<file path="config.mk">
export PLATFORM = sky130hd
export DESIGN_NAME = dph_handshake
export DESIGN_NICKNAME = d
export VERILOG_FILES = /design/src/rtl/dph_pkg.sv /design/src/rtl/dph_fifo.sv /design/src/rtl/dph_handshake.sv
export VERILOG_INCLUDE_DIRS = /design/src /design/src/rtl
export SDC_FILE = /design/constraint.sdc
export NUM_CORES = 1
export LEC_CHECK = 0
export ABC_CLOCK_PERIOD_IN_PS = 3150
export BUFFER_PORTS_ARGS = -buffer_cell sky130_fd_sc_hd__buf_2
export CORE_AREA = 2 2 121 123
export DETAILED_ROUTE_END_ITERATION = 16
export DIE_AREA = 0 0 123 125
export GPL_ROUTABILITY_DRIVEN = 0
export PLACE_DENSITY = 0.71
export SYNTH_ARGS = -nofsm -noshare
export SYNTH_HDL_FRONTEND = slang
export SYNTH_SLANG_ARGS = --single-unit
</file>
<file path="constraint.sdc">
create_clock -name clk -period 3.15 [get_ports clk]
set_input_delay 0.315 -clock clk [delete_from_list [all_inputs] [get_ports clk]]
set_output_delay 0.315 -clock clk [all_outputs]
set_load 0.02 [all_outputs]
</file>
<file path="src/rtl/dph_defines.svh">
// Constants for the DMA peripheral handshake block
// Behaviour
// The peripheral drives the request line active when it wants one operand moved.
// In cycle-steal mode each asserting edge of the request line yields exactly one transfer request.
// In burst mode requests keep coming for as long as the request line stays asserted.
// The acknowledge output is asserted while an operand is moved in answer to a peripheral request.
// The end-of-block line is open-drain and either side may pull it low in a bus cycle to mark the last item.
// The engine drives end-of-block low during the bus cycle in which its byte count reaches zero.
// When not driving end-of-block the engine samples it and a peripheral assertion ends the operation.
// Each handshake pin is individually selectable as its DMA function or as a port A line.
// Memory-to-memory transfers need no handshake pin, freeing all three for port use.
// The peripheral holds the request low at least two clock cycles to be recognised.
// Within two clocks of the request going low the bus request output is asserted; the code needs three: two synchroniser flops, then the bus request register.
// Outside transfer cycles acknowledge stays negated and end-of-block is released.
`ifndef DPH_DEFINES_SVH
`define DPH_DEFINES_SVH
`define DPH_CLK_HZ       20000000
`define DPH_REQ_LOW_CLKS 2
`define DPH_REQ_BR_CLKS  2
`define DPH_CNT_W        16
`define DPH_DATA_W       16
`define DPH_FIFO_DEPTH   8
`define DPH_PIN_REQ      0
`define DPH_PIN_ACK      1
`define DPH_PIN_DONE     2
`endif

</file>
<file path="src/rtl/dph_pkg.sv">
// Types for the DMA peripheral handshake block
package dph_pkg;
  typedef enum logic [3:0] {
    DPH_IDLE  = 4'b0001,
    DPH_BREQ  = 4'b0010,
    DPH_XFER  = 4'b0100,
    DPH_END   = 4'b1000
  } dph_state_e;
  typedef enum logic [1:0] {
    DPH_MODE_STEAL = 2'b00,
    DPH_MODE_BURST = 2'b01,
    DPH_MODE_M2M   = 2'b10
  } dph_mode_e;
endpackage

</file>
<file path="src/rtl/dph_fifo.sv">
// Small synchronous FIFO with valid/ready on both sides
`timescale 1ns/1ns
`default_nettype none
module dph_fifo #(
  parameter int WIDTH = 16,
  parameter int DEPTH = 8
) (
  input  wire logic             clk,
  input  wire logic             srst,
  input  wire logic [WIDTH-1:0] in_data,
  input  wire logic             in_valid,
  output logic                  in_ready,
  output logic      [WIDTH-1:0] out_data,
  output logic                  out_valid,
  input  wire logic             out_ready
);
  localparam int AW = $clog2(DEPTH);
  logic [WIDTH-1:0] mem_reg [DEPTH];
  logic [AW-1:0]    wp_reg, wp_next, rp_reg, rp_next;
  logic [AW:0]      cnt_reg, cnt_next;
  logic             wr, rd;

  // Read data from memory is combinational off a registered pointer
  assign in_ready  = (cnt_reg != DEPTH[AW:0]);
  assign out_valid = (cnt_reg != '0);
  assign out_data  = mem_reg[rp_reg];
  assign wr        = in_valid && in_ready;
  assign rd        = out_valid && out_ready;

  always_comb begin
    wp_next  = wr ? AW'(wp_reg + 1'b1) : wp_reg;
    rp_next  = rd ? AW'(rp_reg + 1'b1) : rp_reg;
    cnt_next = cnt_reg;
    if (wr && !rd) begin
      cnt_next = (AW+1)'(cnt_reg + 1'b1);
    end else if (rd && !wr) begin
      cnt_next = (AW+1)'(cnt_reg - 1'b1);
    end
  end

  always_ff @(posedge clk) begin
    if (srst) begin
      wp_reg  <= '0;
      rp_reg  <= '0;
      cnt_reg <= '0;
    end else begin
      wp_reg  <= wp_next;
      rp_reg  <= rp_next;
      cnt_reg <= cnt_next;
    end
  end

  // Storage has no reset; only pointers matter
  always_ff @(posedge clk) begin
    if (wr) begin
      mem_reg[wp_reg] <= in_data;
    end
  end
endmodule
`default_nettype wire

</file>
<file path="src/rtl/dph_handshake.sv">
// DMA peripheral handshake: request, acknowledge, end-of-block, port A sharing
`timescale 1ns/1ns
`default_nettype none
`include "dph_defines.svh"
module dph_handshake (
  input  wire logic                     clk,
  input  wire logic                     srst,
  input  wire dph_pkg::dph_mode_e       mode,
  input  wire logic                     start,
  input  wire logic [`DPH_CNT_W-1:0]    byte_count,
  input  wire logic [2:0]               pin_is_dma,
  input  wire logic [2:0]               porta_out,
  input  wire logic [2:0]               porta_oe,
  output logic      [2:0]               porta_in,
  input  wire logic                     porta_line_13_i,
  output logic                          porta_line_13_o,
  output logic                          porta_line_13_oe,
  input  wire logic                     porta_line_14_i,
  output logic                          porta_line_14_o,
  output logic                          porta_line_14_oe,
  input  wire logic                     porta_line_15_i,
  output logic                          porta_line_15_o,
  output logic                          porta_line_15_oe,
  output logic                          bus_req,
  input  wire logic                     bus_grant,
  input  wire logic                     cycle_end,
  input  wire logic [`DPH_DATA_W-1:0]   src_data,
  input  wire logic                     src_valid,
  output logic                          src_ready,
  output logic      [`DPH_DATA_W-1:0]   dst_data,
  output logic                          dst_valid,
  input  wire logic                     dst_ready,
  output logic                          busy,
  output logic                          done_by_count,
  output logic                          done_by_peer
);
  import dph_pkg::*;

  // Pins arrive from outside: two flops before anything looks at them
  logic [2:0] pin_s1_reg, pin_s2_reg;
  logic [2:0] pin_s1_next, pin_s2_next;
  logic       req_prev_reg, req_prev_next;

  dph_state_e            st_reg, st_next;
  logic [`DPH_CNT_W-1:0] cnt_reg, cnt_next;
  logic                  pend_reg, pend_next;
  logic                  by_cnt_reg, by_cnt_next;
  logic                  by_peer_reg, by_peer_next;
  logic                  ack_reg, ack_next;
  logic                  done_drv_reg, done_drv_next;
  logic                  br_reg, br_next;

  logic                  req_low, req_fall, req_seen;
  logic                  peer_done, last_item, xfer_fire;
  logic                  fifo_in_ready;

  // Active-low pin asserted when sampled low
  function automatic logic pin_low(input logic [2:0] v, input int idx);
    return !v[idx];
  endfunction

  always_comb begin
    pin_s1_next   = {porta_line_15_i, porta_line_14_i, porta_line_13_i};
    pin_s2_next   = pin_s1_reg;
    req_prev_next = pin_s2_reg[`DPH_PIN_REQ];
  end

  always_ff @(posedge clk) begin
    if (srst) begin
      pin_s1_reg   <= 3'h7;
      pin_s2_reg   <= 3'h7;
      req_prev_reg <= 1'b1;
    end else begin
      pin_s1_reg   <= pin_s1_next;
      pin_s2_reg   <= pin_s2_next;
      req_prev_reg <= req_prev_next;
    end
  end

  assign porta_in = pin_s2_reg;

  // Request is ignored when its pin belongs to port A
  assign req_low  = pin_is_dma[`DPH_PIN_REQ] && pin_low(pin_s2_reg, `DPH_PIN_REQ);
  assign req_fall = req_low && req_prev_reg;
  // Steal counts edges, burst honours level, m2m ignores the pin
  always_comb begin
    unique case (mode)
      DPH_MODE_STEAL: req_seen = req_fall || pend_reg;
      DPH_MODE_BURST: req_seen = req_low;
      DPH_MODE_M2M:   req_seen = 1'b1;
      default:        req_seen = 1'b0;
    endcase
  end

  // Peer end-of-block only counts when we are not pulling the line ourselves
  assign peer_done = pin_is_dma[`DPH_PIN_DONE] && !done_drv_reg
                     && pin_low(pin_s2_reg, `DPH_PIN_DONE)
                     && (st_reg == DPH_XFER);
  assign last_item = (cnt_reg == `DPH_CNT_W'(1));
  assign xfer_fire = (st_reg == DPH_XFER) && cycle_end && fifo_in_ready;

  always_comb begin
    st_next       = st_reg;
    cnt_next      = cnt_reg;
    pend_next     = pend_reg;
    by_cnt_next   = by_cnt_reg;
    by_peer_next  = by_peer_reg;
    ack_next      = 1'b0;
    done_drv_next = 1'b0;
    br_next       = 1'b0;
    // Edge that arrives while busy is kept, not lost
    if (mode == DPH_MODE_STEAL && req_fall && st_reg != DPH_IDLE) begin
      pend_next = 1'b1;
    end
    unique case (st_reg)
      DPH_IDLE: begin
        if (start && byte_count != '0) begin
          cnt_next     = byte_count;
          by_cnt_next  = 1'b0;
          by_peer_next = 1'b0;
          pend_next    = 1'b0;
          st_next      = DPH_BREQ;
        end
      end
      DPH_BREQ: begin
        if (br_reg) begin
          // Request stands until granted, whatever the pin does meanwhile
          br_next = 1'b1;
          if (bus_grant) begin
            br_next       = 1'b0;
            ack_next      = (mode != DPH_MODE_M2M) && pin_is_dma[`DPH_PIN_ACK];
            done_drv_next = last_item && pin_is_dma[`DPH_PIN_DONE];
            st_next       = DPH_XFER;
          end
        end else if (req_seen) begin
          br_next   = 1'b1;
          // One edge, one item: a fresh edge is kept only if a stored one was used
          pend_next = pend_reg && req_fall;
        end
      end
      DPH_XFER: begin
        ack_next      = ack_reg;
        done_drv_next = done_drv_reg;
        if (peer_done) begin
          by_peer_next = 1'b1;
          st_next      = DPH_END;
          ack_next     = 1'b0;
        end else if (xfer_fire) begin
          cnt_next      = `DPH_CNT_W'(cnt_reg - 1'b1);
          ack_next      = 1'b0;
          done_drv_next = 1'b0;
          if (last_item) begin
            by_cnt_next = 1'b1;
            st_next     = DPH_END;
          end else begin
            st_next = DPH_BREQ;
          end
        end
      end
      DPH_END: begin
        st_next = DPH_IDLE;
      end
    endcase
  end

  always_ff @(posedge clk) begin
    if (srst) begin
      st_reg       <= DPH_IDLE;
      cnt_reg      <= '0;
      pend_reg     <= 1'b0;
      by_cnt_reg   <= 1'b0;
      by_peer_reg  <= 1'b0;
      ack_reg      <= 1'b0;
      done_drv_reg <= 1'b0;
      br_reg       <= 1'b0;
    end else begin
      st_reg       <= st_next;
      cnt_reg      <= cnt_next;
      pend_reg     <= pend_next;
      by_cnt_reg   <= by_cnt_next;
      by_peer_reg  <= by_peer_next;
      ack_reg      <= ack_next;
      done_drv_reg <= done_drv_next;
      br_reg       <= br_next;
    end
  end

  // Operand path; a full FIFO stalls the bus cycle
  dph_fifo #(
    .WIDTH (`DPH_DATA_W),
    .DEPTH (`DPH_FIFO_DEPTH)
  ) u_fifo (
    .clk       (clk),
    .srst      (srst),
    .in_data   (src_data),
    .in_valid  (src_valid && (st_reg == DPH_XFER)),
    .in_ready  (fifo_in_ready),
    .out_data  (dst_data),
    .out_valid (dst_valid),
    .out_ready (dst_ready)
  );
  assign src_ready = fifo_in_ready && (st_reg == DPH_XFER);

  assign bus_req       = br_reg;
  assign busy          = (st_reg != DPH_IDLE);
  assign done_by_count = by_cnt_reg;
  assign done_by_peer  = by_peer_reg;

  // Pin muxing: each pin DMA or port A on its own
  assign porta_line_13_o  = porta_out[0];
  assign porta_line_13_oe = !pin_is_dma[`DPH_PIN_REQ] && porta_oe[0];
  assign porta_line_14_o  = pin_is_dma[`DPH_PIN_ACK] ? !ack_reg : porta_out[1];
  assign porta_line_14_oe = pin_is_dma[`DPH_PIN_ACK] ? 1'b1 : porta_oe[1];
  // Open drain when the pin is end-of-block: only ever drive low, release otherwise; as port A it passes porta_out
  assign porta_line_15_o  = pin_is_dma[`DPH_PIN_DONE] ? 1'b0 : porta_out[2];
  assign porta_line_15_oe = pin_is_dma[`DPH_PIN_DONE] ? done_drv_reg : porta_oe[2];
endmodule
`default_nettype wire

</file>
==> metrics.md <==
| Metric | Value |
|---|---|
| Status | `finished, final reports clean` |
| Antenna-violating nets left | `0` |
| Ratio of cells with drive above 1 in the final layout | `32.8%` |
| Main synth FF type | `edfxtp_1` |
| Vias per inst | `5.76` |
| PwrDens | `618 mW/mm2` |
| Syn nets | `549` |
| Vias in the first global route | `4493` |
| Max-slew violation count | `0` |
| F_max | `0.345 GHz` |
| Post-synth EDFFs | `128` |
| Setup crit end kind | `register` |
| Grt total ovfl | `0` |
| Post-synthesis sequential area ratio | `66.0%` |
| Final Cycle Share | `91.9%` |
| WP data required | `3.49 ns` |
| Cell variety after synth | `57` |
| Post-Syn Instances | `488` |
| Post-DP HPWL | `9340 um` |
| Fin area | `0.00840 mm2` |
| Mean Syn Cell Area | `14.8 um2` |
| RSZ-0062 raised after global routing | `false` |
| Root Buffer | `clkbuf_16` |
| Final WL | `14500 um` |
| Initial DRC count | `375` |
| First-pass GRT wire length | `23200 um` |
| CP Launch Type | `register` |
| # diodes | `0` |
| Starting density of the core | `50.8%` |
| H-tree levels | `4` |
| Num CTS Buffers | `17` |
| Hold Fails Final Rpt | `0` |
| CP Max Fanout | `6` |
| TritonCTS clock tree | `done` |
| Sink Count | `174` |
| Clk slew on worst S/H paths | `0.07 ns` |
| Detailed-route via count | `4456` |
| Drt wl/cell | `18.7 um` |
| Ys async rst share | `0%` |
| Arrival time at the worst endpoint | `3.23 ns` |
| Pre-antenna DRT Iters | `5` |
| P&R area growth vs syn | `16.5%` |
| VDD IR max | `0.422 mV` |
| Flops & latches, synth | `174` |
| DIE WIDTH | `123 um` |
| Area post-placement | `0.00786 mm2` |
| Final TNS setup | `0 ns` |
| Clock buffer depth | `2` |
| # setup viols final | `0` |
| # DRC | `0` |
| Antenna violations before repair | `0` |
| # IOs | `84` |
| Max-cap check violation count | `0` |
| Slew margin rel. | `35.8%` |
| Post-Syn Area | `0.00721 mm2` |
| Hold_ws | `0.0744 ns` |
| Total chip power | `5190 uW` |
| Synth warn | `0` |
| Port Buffer Count | `81` |
| Static Leak | `0.00293 uW` |
| Die area | `0.0154 mm2` |
| Hold buffers post-CTS | `0` |
| Largest net degree at the start of global routing | `41` |
| Worst skew pair latency | `0.42 ns` |
| Setup bufs post-CTS | `0` |
| Kind of critical path | `reg -> reg` |
| Placement Rows | `44` |
| Overall Global Routing Usage | `20.0%` |
| Core ar. | `0.0142 mm2` |
| Die height | `125 um` |
| Commonest non-fill, non-tap cell in the layout | `edfxtp_1` |
| Final worst path period need | `2.90 ns` |
| Hold Crit Class | `in -> reg` |
| Max reg flops | `128` |
| Final Util | `59.2%` |
| Most frequent cells in the layout | `edfxtp_1, buf_2, dfxtp_1` |
| Transition time of the tightest slew-check pin | `0.962 ns` |
| Final setup skew | `0.00845 ns` |
| Fin nets | `637` |
| Post_cts resized | `0` |
| Layout fillers | `1080` |
## per-stage QoR
stage	cells	setup WS, ns
final	773	0.254
after global routing	773	0.0868
after CTS	773	0.256
after detailed placement	741	0.287
after global placement	741	0.397
after floorplan	488	0.233
## routing by layer
metal	vias up	wire length [um]	global-route usage [%]
li1	2068	-	-
met1	2210	5830	24.8
met2	157	7620	34.4
met3	21	780	4.24
met4	0	212	7.22
met5	-	0	0
## cells in the mapped netlist (4+ instances only)
master      n  area (um2)
or2_2       8        50.1
edfxtp_1  128        3840
nor3_1      9        45.0
ha_1        7        87.6
nor2_1     34         128
inv_1       6        22.5
a211oi_1    4        30.0
mux2_2     17         191
o21ai_0    21         105
nand2_1    35         131
nor2b_1     5        31.3
nand2b_1    6        37.5
dfxtp_1    46         921
clkbuf_1   14        52.6
buf_2       7        35.0
a21oi_1    31         155
and3_1      4        25.0
xor2_1      4        35.0
nand3_1    11        55.1
mux4_2     32         721
nor4_1      5        31.3
## kinds of logic (layout without fill, tap and decap cells)
logic type / after synthesis / count (layout) / synth area share, %
flops: 174 / 174 / 66.0
simple gates: 137 / 137 / 9.80
compound gates: 81 / 81 / 7.15
mux: 52 / 52 / 13.1
buf+inv: 30 / 131 / 1.73
fa+ha+maj: 8 / 8 / 1.49
xor+xnor: 6 / 6 / 0.728
## worst max-delay path: stages, from the launching register on
cell	delay, ns
dfxtp_1	0.36
or4b_1	0.63
and3_1	0.30
ha_1	0.24
inv_1	0.13
ha_1	0.25
a21o_1	0.18
a21oi_1	0.17
xnor2_1	0.09
or3_1	0.31
a21oi_1	0.15
## power by group
part / total, uW / switching [uW] / internal [uW]
Clock: 1880 / 868 / 1020
Combinational: 760 / 397 / 363
Sequential: 2550 / 55.1 / 2490
## layout make-up
cell class                      count  area, um2  share of cell area, %
Sequential cell                   174       4770                   56.7
Multi-Input combinational cell    284       2330                   27.8
Timing Repair Buffer               93        508                   6.05
Clock buffer                       17        425                   5.06
Tap cell                          184        230                   2.74
Clock inverter                     15        115                   1.37
Inverter                            6       22.5                  0.268
## worst paths after layout
path / start / to / slack [ns] / cells past startpoint
worst max-delay path: u_fifo.cnt_reg[0] / u_fifo.cnt_reg[3] / 0.25 / 10
worst min-delay path: porta_line_15_i / pin_s1_reg[2] / 0.07 / 2
worst min register to register: pin_s1_reg[0] / porta_in[0] / 0.41 / 1
worst max register to register: u_fifo.cnt_reg[0] / u_fifo.cnt_reg[3] / 0.25 / 10
No activity file was read; power rests on OpenSTA's default activity.
